[config.mk]
export PLATFORM = sky130hd
export DESIGN_NAME = pssc_sequencer
export DESIGN_NICKNAME = d
export VERILOG_FILES = /design/src/pssc_pkg.sv /design/src/pssc_sync.sv /design/src/pssc_delay_timer.sv /design/src/pssc_sequencer.sv
export VERILOG_INCLUDE_DIRS = /design/src
export SDC_FILE = /design/constraint.sdc
export NUM_CORES = 1
export LEC_CHECK = 0
export ABC_AREA = 1
export BUFFER_PORTS_ARGS = -buffer_cell sky130_fd_sc_hd__buf_2
export CORE_MARGIN = 2
export CORE_UTILIZATION = 50
export CTS_CLUSTER_DIAMETER = 120
export CTS_CLUSTER_SIZE = 40
export DETAILED_ROUTE_END_ITERATION = 12
export PLACE_DENSITY = 0.83
export SLEW_MARGIN = 20
export SYNTH_ARGS = -nofsm -noshare
export SYNTH_HDL_FRONTEND = slang
export SYNTH_HIERARCHICAL = 1
export SYNTH_SLANG_ARGS = --single-unit
[constraint.sdc]
create_clock -name ref_clk_in -period 3 [get_ports ref_clk_in]
set_input_delay 0.15 -clock ref_clk_in [delete_from_list [all_inputs] [get_ports ref_clk_in]]
set_output_delay 0.15 -clock ref_clk_in [all_outputs]
set_load 0.02 [all_outputs]
[src/pssc_consts.svh]
// ============================================================
// power step sequencer constants
// ============================================================
// Purpose: offsets, field positions, reset values and timing counts
// Assumes: 100 MHz reference clock
// Notes:   definitions only
`ifndef PSSC_CONSTS_SVH
`define PSSC_CONSTS_SVH

// register offsets (word index on the configuration port)
`define PSSC_OFS_WORD_D      8'h0d
`define PSSC_OFS_RAIL_STEP   8'h0e
`define PSSC_OFS_PU_DELAY    8'h0f
`define PSSC_OFS_RST_PGWAIT  8'h10

// word layout
`define PSSC_WORD_W          24
`define PSSC_CRC_HI          3
`define PSSC_CRC_LO          0
`define PSSC_FIELD_LO        4
`define PSSC_FIELD_HI        19
`define PSSC_RESET_WORD      24'h000000

// rail step word fields
`define PSSC_REPEAT_BIT      19
`define PSSC_B_RECOVER_BIT   18
`define PSSC_B_TRACK_HI      17
`define PSSC_B_TRACK_LO      16
`define PSSC_B_OFF_LO        13
`define PSSC_B_ON_LO         10
`define PSSC_A_OFF_LO        7
`define PSSC_A_ON_LO         4

// delay word: step s occupies bits 2s+3 .. 2s+2
`define PSSC_DLY_BASE        2
// reset / power-good word fields; pg wait for step s at bit s+3
`define PSSC_RST_ASSERT_LO   14
`define PSSC_RST_RELEASE_LO  11
`define PSSC_PGWAIT_BASE     3

// step codes
`define PSSC_STEP_NONE       3'h0
`define PSSC_STEP_LAST       3'h7
`define PSSC_OFF_CLAMP       3'h6

// power-up delays in ms per 2-bit code
`define PSSC_DLY_MS_0        4'h0
`define PSSC_DLY_MS_1        4'h2
`define PSSC_DLY_MS_2        4'h5
`define PSSC_DLY_MS_3        4'ha

// timing
`define PSSC_MS_NS           1000000
`define PSSC_CLK_NS          10
`define PSSC_TICK_CYCLES     (`PSSC_MS_NS / `PSSC_CLK_NS)

`endif

[src/pssc_pkg.sv]
// ============================================================
// power step sequencer types
// ============================================================
// Purpose: shared types of the sequencer
// Assumes: nothing
// Notes:   constants live in pssc_consts.svh
package pssc_pkg;

   // sequencer states
   typedef enum logic [2:0] {
      PSSC_IDLE    = 3'b000,
      PSSC_UP_EN   = 3'b001,
      PSSC_UP_PG   = 3'b010,
      PSSC_UP_DLY  = 3'b011,
      PSSC_ON      = 3'b100,
      PSSC_DOWN    = 3'b101
   } pssc_state_t;

   // fault group of the second linear regulator
   typedef struct packed {
      logic undervoltage_fault;
      logic overvoltage_fault;
      logic power_good_lost;
      logic thermal_warning;
      logic thermal_shutdown;
   } pssc_fault_t;

endpackage

[src/pssc_sync.sv]
// ============================================================
// two-stage synchroniser
// ============================================================
// Purpose: bring pin levels into the reference clock domain
// Assumes: inputs are levels
// Notes:   first stage feeds only the second
`timescale 1ns/1ns
module pssc_sync #(
   parameter int unsigned W = 1
) (
   // clock and reset
   input  wire logic         ref_clk_in,
   input  wire logic         rst_in,
   // data
   input  wire logic [W-1:0] d_in,
   output logic      [W-1:0] q_out
);
   logic [W-1:0] stage1;

   generate
      if (W < 1) begin : g_chk
         $error("pssc_sync width must be at least one");
      end
   endgenerate

   // two flops in series
   always_ff @(posedge ref_clk_in or posedge rst_in) begin
      if (rst_in) begin
         stage1 <= '0;
         q_out  <= '0;
      end else begin
         stage1 <= d_in;
         q_out  <= stage1;
      end
   end
endmodule

[src/pssc_delay_timer.sv]
// ============================================================
// millisecond delay timer
// ============================================================
// Purpose: wait 0, 2, 5 or 10 ms after a start pulse
// Assumes: start only while idle
// Notes:   done is a one-cycle pulse
`timescale 1ns/1ns
`include "pssc_consts.svh"
module pssc_delay_timer #(
   parameter int unsigned TICK_CYCLES = `PSSC_TICK_CYCLES
) (
   // clock and reset
   input  wire logic       ref_clk_in,
   input  wire logic       rst_in,
   // request
   input  wire logic       start_in,
   input  wire logic [1:0] code_in,
   // answer
   output logic            done_out
);
   localparam int unsigned DW = $clog2(TICK_CYCLES + 1);
   localparam logic [DW-1:0] TICK_LAST = DW'(TICK_CYCLES - 1);

   logic [DW-1:0] div;
   logic [DW-1:0] next_div;
   logic [3:0]    ms_left;
   logic [3:0]    next_ms_left;
   logic          run;
   logic          next_run;
   logic          next_done;
   logic [3:0]    start_ms;

   generate
      if (TICK_CYCLES < 1) begin : g_chk
         $error("pssc_delay_timer needs at least one cycle per ms");
      end
   endgenerate

   // code to milliseconds
   always_comb begin
      case (code_in)
         2'h0:    start_ms = `PSSC_DLY_MS_0;
         2'h1:    start_ms = `PSSC_DLY_MS_1;
         2'h2:    start_ms = `PSSC_DLY_MS_2;
         default: start_ms = `PSSC_DLY_MS_3;
      endcase
   end

   // next values of divider and ms count
   always_comb begin
      next_div     = div;
      next_ms_left = ms_left;
      next_run     = run;
      next_done    = 1'b0;
      if (start_in) begin
         next_div     = '0;
         next_ms_left = start_ms;
         next_run     = (start_ms != 4'h0);
         next_done    = (start_ms == 4'h0);
      end else if (run) begin
         if (div == TICK_LAST) begin
            next_div = '0;
            if (ms_left == 4'h1) begin
               next_run  = 1'b0;
               next_done = 1'b1;
            end
            next_ms_left = ms_left - 4'h1;
         end else begin
            next_div = div + DW'(1);
         end
      end
   end

   // register
   always_ff @(posedge ref_clk_in or posedge rst_in) begin
      if (rst_in) begin
         div      <= '0;
         ms_left  <= 4'h0;
         run      <= 1'b0;
         done_out <= 1'b0;
      end else begin
         div      <= next_div;
         ms_left  <= next_ms_left;
         run      <= next_run;
         done_out <= next_done;
      end
   end
endmodule

[src/pssc_sequencer.sv]
// ============================================================
// power step sequencer, linear rails and mcu reset
// ============================================================
// Purpose: seven-step power-up/down of two linear rails and mcu reset
// Assumes: configuration words loaded from user nvm after reset
// Notes:   one reference clock; pins pass two flops
//
// What this block does
// - A linear rail on-step code of 000 keeps the rail off and 001..111 switch it on at steps 1..7.
// - A linear rail off-step code 000..101 turns it off at steps 1..6 and 110 or 111 at step 7.
// - With the recover bit set, any fault of rail b while rail b is enabled outside a running power-down starts power-down and enters recovery state two.
// - With the recover bit clear, a rail b fault raises the interrupt, all but thermal shutdown maskable.
// - With the recover bit clear, unmasked undervoltage or power-good-lost, or any overvoltage or shutdown, turns rail b off.
// - Each power-up step waits an extra 0, 2, 5 or 10 ms according to its 2-bit delay code.
// - A set power-good wait bit holds its power-up step until power-good is present.
// - The mcu reset asserts at power-down step 1..6 for codes 000..101 and at step 7 for 11x.
// - The mcu reset releases and the watchdog starts at step 1..7, or after step 7 for code 000.
// - Configuration words may be overridden by emulation only in user programming state one.
// - Each configuration word keeps a 4-bit check code in bits 3..0 under its fields.
`timescale 1ns/1ns
`include "pssc_consts.svh"
module pssc_sequencer #(
   parameter int unsigned TICK_CYCLES = `PSSC_TICK_CYCLES
) (
   // clock and reset
   input  wire logic                  ref_clk_in,
   input  wire logic                  rst_in,
   // nvm load and emulation
   input  wire logic                  nvm_load_in,
   input  wire logic [7:0]            nvm_addr_in,
   input  wire logic [23:0]           nvm_data_in,
   input  wire logic                  user_program_state_one_in,
   input  wire logic                  emu_wr_in,
   input  wire logic [7:0]            emu_addr_in,
   input  wire logic [23:0]           emu_data_in,
   // configuration read back
   input  wire logic [7:0]            rd_addr_in,
   output logic      [23:0]           rd_data_out,
   // sequence requests
   input  wire logic                  power_up_req_in,
   input  wire logic                  power_down_req_in,
   // pins from the rails
   input  wire logic                  power_good_in,
   input  wire pssc_pkg::pssc_fault_t linear_b_fault_in,
   // serial interface masks
   input  wire pssc_pkg::pssc_fault_t irq_mask_in,
   input  wire logic                  off_mask_uv_in,
   input  wire logic                  off_mask_pgl_in,
   // outputs
   output logic                       linear_reg_a_en_out,
   output logic                       linear_reg_b_en_out,
   output logic                       mcu_reset_out,
   output logic                       watchdog_start_out,
   output logic                       linear_b_irq_out,
   output logic                       recovery_state_two_out,
   output pssc_pkg::pssc_state_t      state_out,
   output logic      [2:0]            step_out
);
   import pssc_pkg::*;

   // ============================================================
   // configuration words
   // ============================================================
   logic [23:0] word_d;
   logic [23:0] word_e;
   logic [23:0] word_f;
   logic [23:0] word_g;
   logic [23:0] next_word_d;
   logic [23:0] next_word_e;
   logic [23:0] next_word_f;
   logic [23:0] next_word_g;
   logic [23:0] next_rd_data;
   logic        wr_en;
   logic [7:0]  wr_addr;
   logic [23:0] wr_data;

   // emulation only in programming state one, nvm load otherwise
   always_comb begin
      wr_en   = nvm_load_in;
      wr_addr = nvm_addr_in;
      wr_data = nvm_data_in;
      if (emu_wr_in && user_program_state_one_in) begin
         wr_en   = 1'b1;
         wr_addr = emu_addr_in;
         wr_data = emu_data_in;
      end
   end

   // word update, reserved bits forced to zero
   always_comb begin
      next_word_d = word_d;
      next_word_e = word_e;
      next_word_f = word_f;
      next_word_g = word_g;
      if (wr_en) begin
         case (wr_addr)
            `PSSC_OFS_WORD_D:     next_word_d = {4'h0, wr_data[19:0]};
            `PSSC_OFS_RAIL_STEP:  next_word_e = {4'h0, wr_data[19:0]};
            `PSSC_OFS_PU_DELAY:   next_word_f = {4'h0, wr_data[19:0]};
            `PSSC_OFS_RST_PGWAIT: next_word_g = {4'h0, wr_data[19:0]};
            default:              next_word_d = word_d;
         endcase
      end
   end

   // read back, unmapped reads zero
   always_comb begin
      case (rd_addr_in)
         `PSSC_OFS_WORD_D:     next_rd_data = word_d;
         `PSSC_OFS_RAIL_STEP:  next_rd_data = word_e;
         `PSSC_OFS_PU_DELAY:   next_rd_data = word_f;
         `PSSC_OFS_RST_PGWAIT: next_rd_data = word_g;
         default:              next_rd_data = 24'h000000;
      endcase
   end

   always_ff @(posedge ref_clk_in or posedge rst_in) begin
      if (rst_in) begin
         word_d      <= `PSSC_RESET_WORD;
         word_e      <= `PSSC_RESET_WORD;
         word_f      <= `PSSC_RESET_WORD;
         word_g      <= `PSSC_RESET_WORD;
         rd_data_out <= 24'h000000;
      end else begin
         word_d      <= next_word_d;
         word_e      <= next_word_e;
         word_f      <= next_word_f;
         word_g      <= next_word_g;
         rd_data_out <= next_rd_data;
      end
   end

   // ============================================================
   // field decode
   // ============================================================
   logic [2:0] linear_a_on_step;
   logic [2:0] linear_b_on_step;
   logic [2:0] linear_a_off_step;
   logic [2:0] linear_b_off_step;
   logic [2:0] mcu_reset_assert_step;
   logic [2:0] mcu_reset_release_step;
   logic       linear_b_fault_recover;
   logic [6:0] powerup_step_good_wait;

   // off-step code to step number, 11x clamps to 7
   function automatic logic [2:0] off_code_to_step(input logic [2:0] code);
      logic [2:0] s;
      s = (code >= `PSSC_OFF_CLAMP) ? `PSSC_STEP_LAST : code + 3'h1;
      return s;
   endfunction

   assign linear_a_on_step       = word_e[`PSSC_A_ON_LO +: 3];
   assign linear_b_on_step       = word_e[`PSSC_B_ON_LO +: 3];
   assign linear_a_off_step      = off_code_to_step(word_e[`PSSC_A_OFF_LO +: 3]);
   assign linear_b_off_step      = off_code_to_step(word_e[`PSSC_B_OFF_LO +: 3]);
   assign mcu_reset_assert_step  = off_code_to_step(word_g[`PSSC_RST_ASSERT_LO +: 3]);
   assign mcu_reset_release_step = word_g[`PSSC_RST_RELEASE_LO +: 3];
   assign linear_b_fault_recover = word_e[`PSSC_B_RECOVER_BIT];
   assign powerup_step_good_wait = word_g[`PSSC_PGWAIT_BASE + 1 +: 7];

   // ============================================================
   // pin synchronisers
   // ============================================================
   logic        pg_sync;
   pssc_fault_t fault_sync;

   pssc_sync #(.W(1)) u_pg_sync (
      .ref_clk_in (ref_clk_in),
      .rst_in     (rst_in),
      .d_in       (power_good_in),
      .q_out      (pg_sync)
   );

   pssc_sync #(.W($bits(pssc_fault_t))) u_fault_sync (
      .ref_clk_in (ref_clk_in),
      .rst_in     (rst_in),
      .d_in       (linear_b_fault_in),
      .q_out      (fault_sync)
   );

   // ============================================================
   // linear rail b fault reaction
   // ============================================================
   logic any_fault;
   logic irq_fault;
   logic off_fault;
   logic recover_hit;

   // interrupt: all maskable but thermal shutdown
   assign irq_fault = (fault_sync.undervoltage_fault & ~irq_mask_in.undervoltage_fault) |
                      (fault_sync.overvoltage_fault  & ~irq_mask_in.overvoltage_fault)  |
                      (fault_sync.power_good_lost    & ~irq_mask_in.power_good_lost)    |
                      (fault_sync.thermal_warning    & ~irq_mask_in.thermal_warning)    |
                      fault_sync.thermal_shutdown;
   // switch-off: warning never, overvoltage and shutdown always
   assign off_fault = (fault_sync.undervoltage_fault & ~off_mask_uv_in) |
                      (fault_sync.power_good_lost    & ~off_mask_pgl_in) |
                      fault_sync.overvoltage_fault | fault_sync.thermal_shutdown;
   assign any_fault   = |fault_sync;
   assign recover_hit = linear_b_fault_recover && any_fault && linear_reg_b_en_out;

   // ============================================================
   // sequencer
   // ============================================================
   pssc_state_t state;
   pssc_state_t next_state;
   logic [2:0]  step;
   logic [2:0]  next_step;
   logic        next_a_en;
   logic        next_b_en;
   logic        next_reset;
   logic        next_wd;
   logic        next_irq;
   logic        next_rec;
   logic        dly_start;
   logic        dly_done;
   logic [1:0]  dly_code;

   assign dly_code = word_f[(`PSSC_DLY_BASE + 2 * step) +: 2];

   pssc_delay_timer #(.TICK_CYCLES(TICK_CYCLES)) u_delay (
      .ref_clk_in (ref_clk_in),
      .rst_in     (rst_in),
      .start_in   (dly_start),
      .code_in    (dly_code),
      .done_out   (dly_done)
   );

   // next state and outputs
   always_comb begin
      next_state = state;
      next_step  = step;
      next_a_en  = linear_reg_a_en_out;
      next_b_en  = linear_reg_b_en_out;
      next_reset = mcu_reset_out;
      next_wd    = 1'b0;
      next_rec   = 1'b0;
      next_irq   = !linear_b_fault_recover && irq_fault;
      dly_start  = 1'b0;
      if (!linear_b_fault_recover && off_fault) begin
         next_b_en = 1'b0;
      end
      case (state)
         PSSC_IDLE: begin
            if (power_up_req_in) begin
               next_state = PSSC_UP_EN;
               next_step  = 3'h1;
            end
         end
         PSSC_UP_EN: begin
            // step enables; 000 never matches a step
            if (linear_a_on_step == step) begin
               next_a_en = 1'b1;
            end
            if (linear_b_on_step == step) begin
               next_b_en = 1'b1;
            end
            if (mcu_reset_release_step == step) begin
               next_reset = 1'b0;
               next_wd    = 1'b1;
            end
            next_state = PSSC_UP_PG;
         end
         PSSC_UP_PG: begin
            if (!powerup_step_good_wait[step - 3'h1] || pg_sync) begin
               dly_start  = 1'b1;
               next_state = PSSC_UP_DLY;
            end
         end
         PSSC_UP_DLY: begin
            if (dly_done) begin
               if (step == `PSSC_STEP_LAST) begin
                  next_state = PSSC_ON;
                  if (mcu_reset_release_step == `PSSC_STEP_NONE) begin
                     next_reset = 1'b0;
                     next_wd    = 1'b1;
                  end
               end else begin
                  next_step  = step + 3'h1;
                  next_state = PSSC_UP_EN;
               end
            end
         end
         PSSC_ON: begin
            if (power_down_req_in) begin
               next_state = PSSC_DOWN;
               next_step  = 3'h1;
            end
         end
         PSSC_DOWN: begin
            if (linear_a_off_step == step) begin
               next_a_en = 1'b0;
            end
            if (linear_b_off_step == step) begin
               next_b_en = 1'b0;
            end
            if (mcu_reset_assert_step == step) begin
               next_reset = 1'b1;
            end
            if (step == `PSSC_STEP_LAST) begin
               next_state = PSSC_IDLE;
            end else begin
               next_step = step + 3'h1;
            end
         end
         default: begin
            next_state = PSSC_IDLE;
            next_step  = 3'h1;
         end
      endcase
      // recovery fault overrides next state and step, but not a running power-down
      if (recover_hit && state != PSSC_DOWN) begin
         next_state = PSSC_DOWN;
         next_step  = 3'h1;
         next_rec   = 1'b1;
      end
   end

   always_ff @(posedge ref_clk_in or posedge rst_in) begin
      if (rst_in) begin
         state                  <= PSSC_IDLE;
         step                   <= 3'h1;
         linear_reg_a_en_out    <= 1'b0;
         linear_reg_b_en_out    <= 1'b0;
         mcu_reset_out          <= 1'b1;
         watchdog_start_out     <= 1'b0;
         linear_b_irq_out       <= 1'b0;
         recovery_state_two_out <= 1'b0;
      end else begin
         state                  <= next_state;
         step                   <= next_step;
         linear_reg_a_en_out    <= next_a_en;
         linear_reg_b_en_out    <= next_b_en;
         mcu_reset_out          <= next_reset;
         watchdog_start_out     <= next_wd;
         linear_b_irq_out       <= next_irq;
         recovery_state_two_out <= next_rec;
      end
   end

   // status view
   assign state_out = state;
   assign step_out  = step;
endmodule

==> impl_metrics.toml <==
[timing]
max_slew.worst_pin.slew_ns = 1.009
min_period_ns = 2.457
timing_hold_violations_final = 0
rsz0062_at_grt = "false"
drv_slew = 0
timing.slew.headroom_pct = 32.51
finalCritPeriodShare_pct = 81.88
fin_setup_tns_ns = 0
clock_skew_ns = 0.005808
finalSetupViolations = 0
fmax_ghz = 0.4071
finalHoldWorstSlack_ns = 0.09776

[pwr]
leakage_nw = 4.375
ir_worst_vdd_v = 0.0004157
power_density_nw_per_um2 = 669.9
design_power_total_mw = 5.927

[drt]
drt_iter0_markers = 517
drt_wl_total_um = 18270
detail_route.vias_per_cell = 5.514
remaining_drc_errors = 0
detail-route-antenna-nets = 0
first_pass_iters = 5
via_count = 6661
post_detailed_route_wirelength_per_cell_um = 15.12

[critical_path]
timing.critical_path.required_ns = 3.31
beginning_of_the_worst_register_to_register_path = "step_out[1]"
start_kind = "flop"
worst-path-stages = 14
worst_ep_arrival_time_ns = 2.76
timing.reg2reg.worst_path_depth = 14
worstPathBufferInverterCount = 3
path_max_fanout = 8
worst-setup-path-type = "reg2reg"
path_cells = "inv_1, ha_1, nor2_1, nor2_1, a21oi_1, nand2_1, nand3_1, inv_1, nor2_4, inv_8, nand2_1, nor2_1, xnor2_1, nor2_2"
setup.worst_path.end_class = "flop"
critPathMostFrequentCell = "sky130_fd_sc_hd__nor2_1"
cp_slowest_cell = "sky130_fd_sc_hd__dfrtp_1"
r2r_setup_slack_ns = 0.54
critical_path.reg2reg.endpoint = "u_delay/div[4]"
crit_family = "simple AND/OR/NAND/NOR gates"
max_stage_delay_ns = 0.37

[place]
port-buffer-count = 114
dp.final_hpwl_um = 12310
gpl.final_weighted_congestion = 0.8487

[logic_synthesis]
synthesis.instances = 894
synth.distinct_cells = 43
synthDominantAreaCellType = "sky130_fd_sc_hd__dfrtp_1"
yosysWarningCount = 6
netlist.area_leader.share_pct = 48.62
synth-edff-count = 0
share_of_the_yosys_chip_area_belonging_to_registers_pct = 49.32
ys_async_sr_fraction_pct = 100.0
netlist_top_cells_area = "sky130_fd_sc_hd__dfrtp_1 49%, sky130_fd_sc_hd__nand2_1 11%, sky130_fd_sc_hd__nand3_1 6.7%"
synth-seq-cells = 147
synth_ff_type = "sky130_fd_sc_hd__dfrtp_1"
synth_area_per_cell_um2 = 8.348
post_synthesis_cell_area_um2 = 7463

[die]
floorplan.rows = 44
total_die_area_um2 = 15920
boundaryPins = 128
die_width_um = 126.2
die_height_um = 126.2
placeable_area_um2 = 14530
starting_density_of_the_core_pct = 51.35

[grt]
grt_use_total_pct = 23.73
first_global_vias = 6306
pin_count_of_the_biggest_net_entering_global_routing = 42
grt_remaining_overflow = 0
antenna_violations_before_repair = 0
global_route_wire_length_before_repair_um = 30170

[min_path]
hold_path_end = "linear_b_irq_out"
timing.hold.worst_path_depth = 4
worstHoldPathType = "in2reg"
hold_start = "irq_mask_in[3]"

[clock_network]
clkSinkCount = 147
ctsRootBufferMaster = "sky130_fd_sc_hd__clkbuf_16"
cts_tree = "yes"
clock_transition_time_at_the_flip_flop_clock_pins_of_the_worst_setup_and_hold_paths_ns = 0.06
cts_post_setup_buffers_inserted = 0
clockBufferDepth = 2
insertion_delay_ns = 0.42
cts_buffers = 17
maximum_level_of_the_cts_h_tree = 4

[layout]
antenna_diode_instance_count = 0
area_growth_pct = 18.54
share_of_final_layout_standard_cells_stronger_than_drive_strength_1_pct = 19.73
nNetsFinal = 1114
final_common_cell = "sky130_fd_sc_hd__nand2_1"
n_fill_cell = 1251
commonest_cells_after_routing_fill_and_taps_aside = "224 x sky130_fd_sc_hd__nand2_1, 145 x sky130_fd_sc_hd__dfrtp_1, 114 x sky130_fd_sc_hd__buf_2"

[outcome]
status = "finished, final reports clean"

[run]
cap_violations = 0
## registers in the layout, indices dropped and copies added (netlist names)
signal,count
u_delay/done_out,1
word_g,20
step_out,3
u_delay/run,1
u_fault_sync/q_out,5
linear_reg_a_en_out,1
linear_reg_b_en_out,1
word_d,20
u_delay/ms_left,4
word_f,20
u_pg_sync/q_out,1
watchdog_start_out,1
mcu_reset_out,1
word_e,20
state_out,3
rd_data_out,20
u_delay/div,17
recovery_state_two_out,1
linear_b_irq_out,1
u_pg_sync/stage1,1
u_fault_sync/stage1,5
## metrics by stage
step / std cells / util, % / setup slack [ns] / cell area (um2)
global placement: 1169 / 56.59 / 0.6467 / 8224
detailed placement: 1169 / 56.59 / 0.5835 / 8224
finish: 1208 / 60.87 / 0.5435 / 8847
global route: 1208 / 60.87 / 0.3303 / 8847
CTS: 1208 / 60.87 / 0.5671 / 8847
floorplan: 897 / - / 0.2798 / 7478
## how the worst max path moves through the flow
stage                start  slack, ns              to
2_1_floorplan  step_out[0]       0.28  u_delay/div[4]
3_3_place_gp   step_out[1]       0.65  u_delay/div[4]
3_5_place_dp   step_out[0]       0.58  u_delay/div[6]
4_1_cts        step_out[1]       0.57  u_delay/div[4]
5_1_grt        step_out[1]       0.33  u_delay/div[4]
6_report       step_out[1]       0.54  u_delay/div[4]
## cell type report
class | instances | area, um2 | area share [%]
sequential | 147 | 3681 | 41.61
multi-input combinational | 635 | 3319 | 37.52
timing repair buffer | 137 | 773.2 | 8.740
clock buffer | 21 | 460.4 | 5.204
inverter | 73 | 290.3 | 3.281
tap | 184 | 230.2 | 2.602
clock inverter | 11 | 92.59 | 1.047
## report_power, final
group | internal [mW] | total [mW] | switching (mW) | leakage [nW]
Combinational | 0.543 | 1.55 | 1.01 | 2.14
Clock | 1.12 | 1.99 | 0.871 | 0.263
Sequential | 2.20 | 2.38 | 0.181 | 1.97
Total | 3.86 | 5.93 | 2.06 | 4.38
## worst register-to-register path: stages (launching register included)
cell	delay, ns
sky130_fd_sc_hd__dfrtp_1	0.37
sky130_fd_sc_hd__inv_1	0.21
sky130_fd_sc_hd__ha_1	0.34
sky130_fd_sc_hd__nor2_1	0.12
sky130_fd_sc_hd__nor2_1	0.06
sky130_fd_sc_hd__a21oi_1	0.18
sky130_fd_sc_hd__nand2_1	0.08
sky130_fd_sc_hd__nand3_1	0.07
sky130_fd_sc_hd__inv_1	0.13
sky130_fd_sc_hd__nor2_4	0.35
sky130_fd_sc_hd__inv_8	0.08
sky130_fd_sc_hd__nand2_1	0.10
sky130_fd_sc_hd__nor2_1	0.05
sky130_fd_sc_hd__xnor2_1	0.16
sky130_fd_sc_hd__nor2_2	0.06
## layer usage
metal	track usage (%)	vias to the layer above	wire (um)
li1	-	3208	-
met3	5.098	49	1153
met2	40.01	267	9153
met5	0	-	0
met1	29.52	3137	7378
met4	10.41	0	580
## what timing repair did
action / in CTS / in global routing
gates resized for setup: 0 / 0
hold endpoints to repair: 49 / 0
hold buffers: 7 / 0
## cell usage after synthesis (2+ instances only)
library cell,number
sky130_fd_sc_hd__nand2_1,224
sky130_fd_sc_hd__dfrtp_1,145
sky130_fd_sc_hd__nand3_1,100
sky130_fd_sc_hd__o21ai_1,83
sky130_fd_sc_hd__inv_1,69
sky130_fd_sc_hd__nor2_1,50
sky130_fd_sc_hd__o21ai_0,24
sky130_fd_sc_hd__mux2i_1,20
sky130_fd_sc_hd__nand4_1,20
sky130_fd_sc_hd__buf_2,19
sky130_fd_sc_hd__xnor2_1,15
sky130_fd_sc_hd__a21oi_1,14
sky130_fd_sc_hd__clkbuf_1,13
sky130_fd_sc_hd__nor2_2,13
sky130_fd_sc_hd__ha_1,11
sky130_fd_sc_hd__nor3_1,9
sky130_fd_sc_hd__o2111ai_1,8
sky130_fd_sc_hd__xor2_1,8
sky130_fd_sc_hd__buf_4,6
sky130_fd_sc_hd__nor2_4,5
sky130_fd_sc_hd__nand2_4,3
sky130_fd_sc_hd__nand3_2,3
sky130_fd_sc_hd__nand3b_1,3
sky130_fd_sc_hd__o22ai_1,3
sky130_fd_sc_hd__a31oi_1,2
sky130_fd_sc_hd__buf_1,2
sky130_fd_sc_hd__dfstp_2,2
sky130_fd_sc_hd__inv_2,2
sky130_fd_sc_hd__nand2_2,2
sky130_fd_sc_hd__o21ai_2,2
sky130_fd_sc_hd__or2_2,2
## cell families (layout without fill, tap and decap cells)
| kind of cell | Yosys count | count (layout) | share of synthesized area, % |
|---|---|---|---|
| and+or+nand+nor | 438 | 438 | 26.50 |
| DFF | 147 | 147 | 49.32 |
| AOI/OAI and AO/OA | 139 | 139 | 10.01 |
| buffers and inverters | 115 | 242 | 6.890 |
| xor gates and xnor gates | 23 | 23 | 2.699 |
| muxes | 20 | 20 | 2.682 |
| adders and majority gates | 11 | 11 | 1.844 |
| other | 1 | 4 | 0.05025 |
No activity file was read; power rests on OpenSTA's default activity.
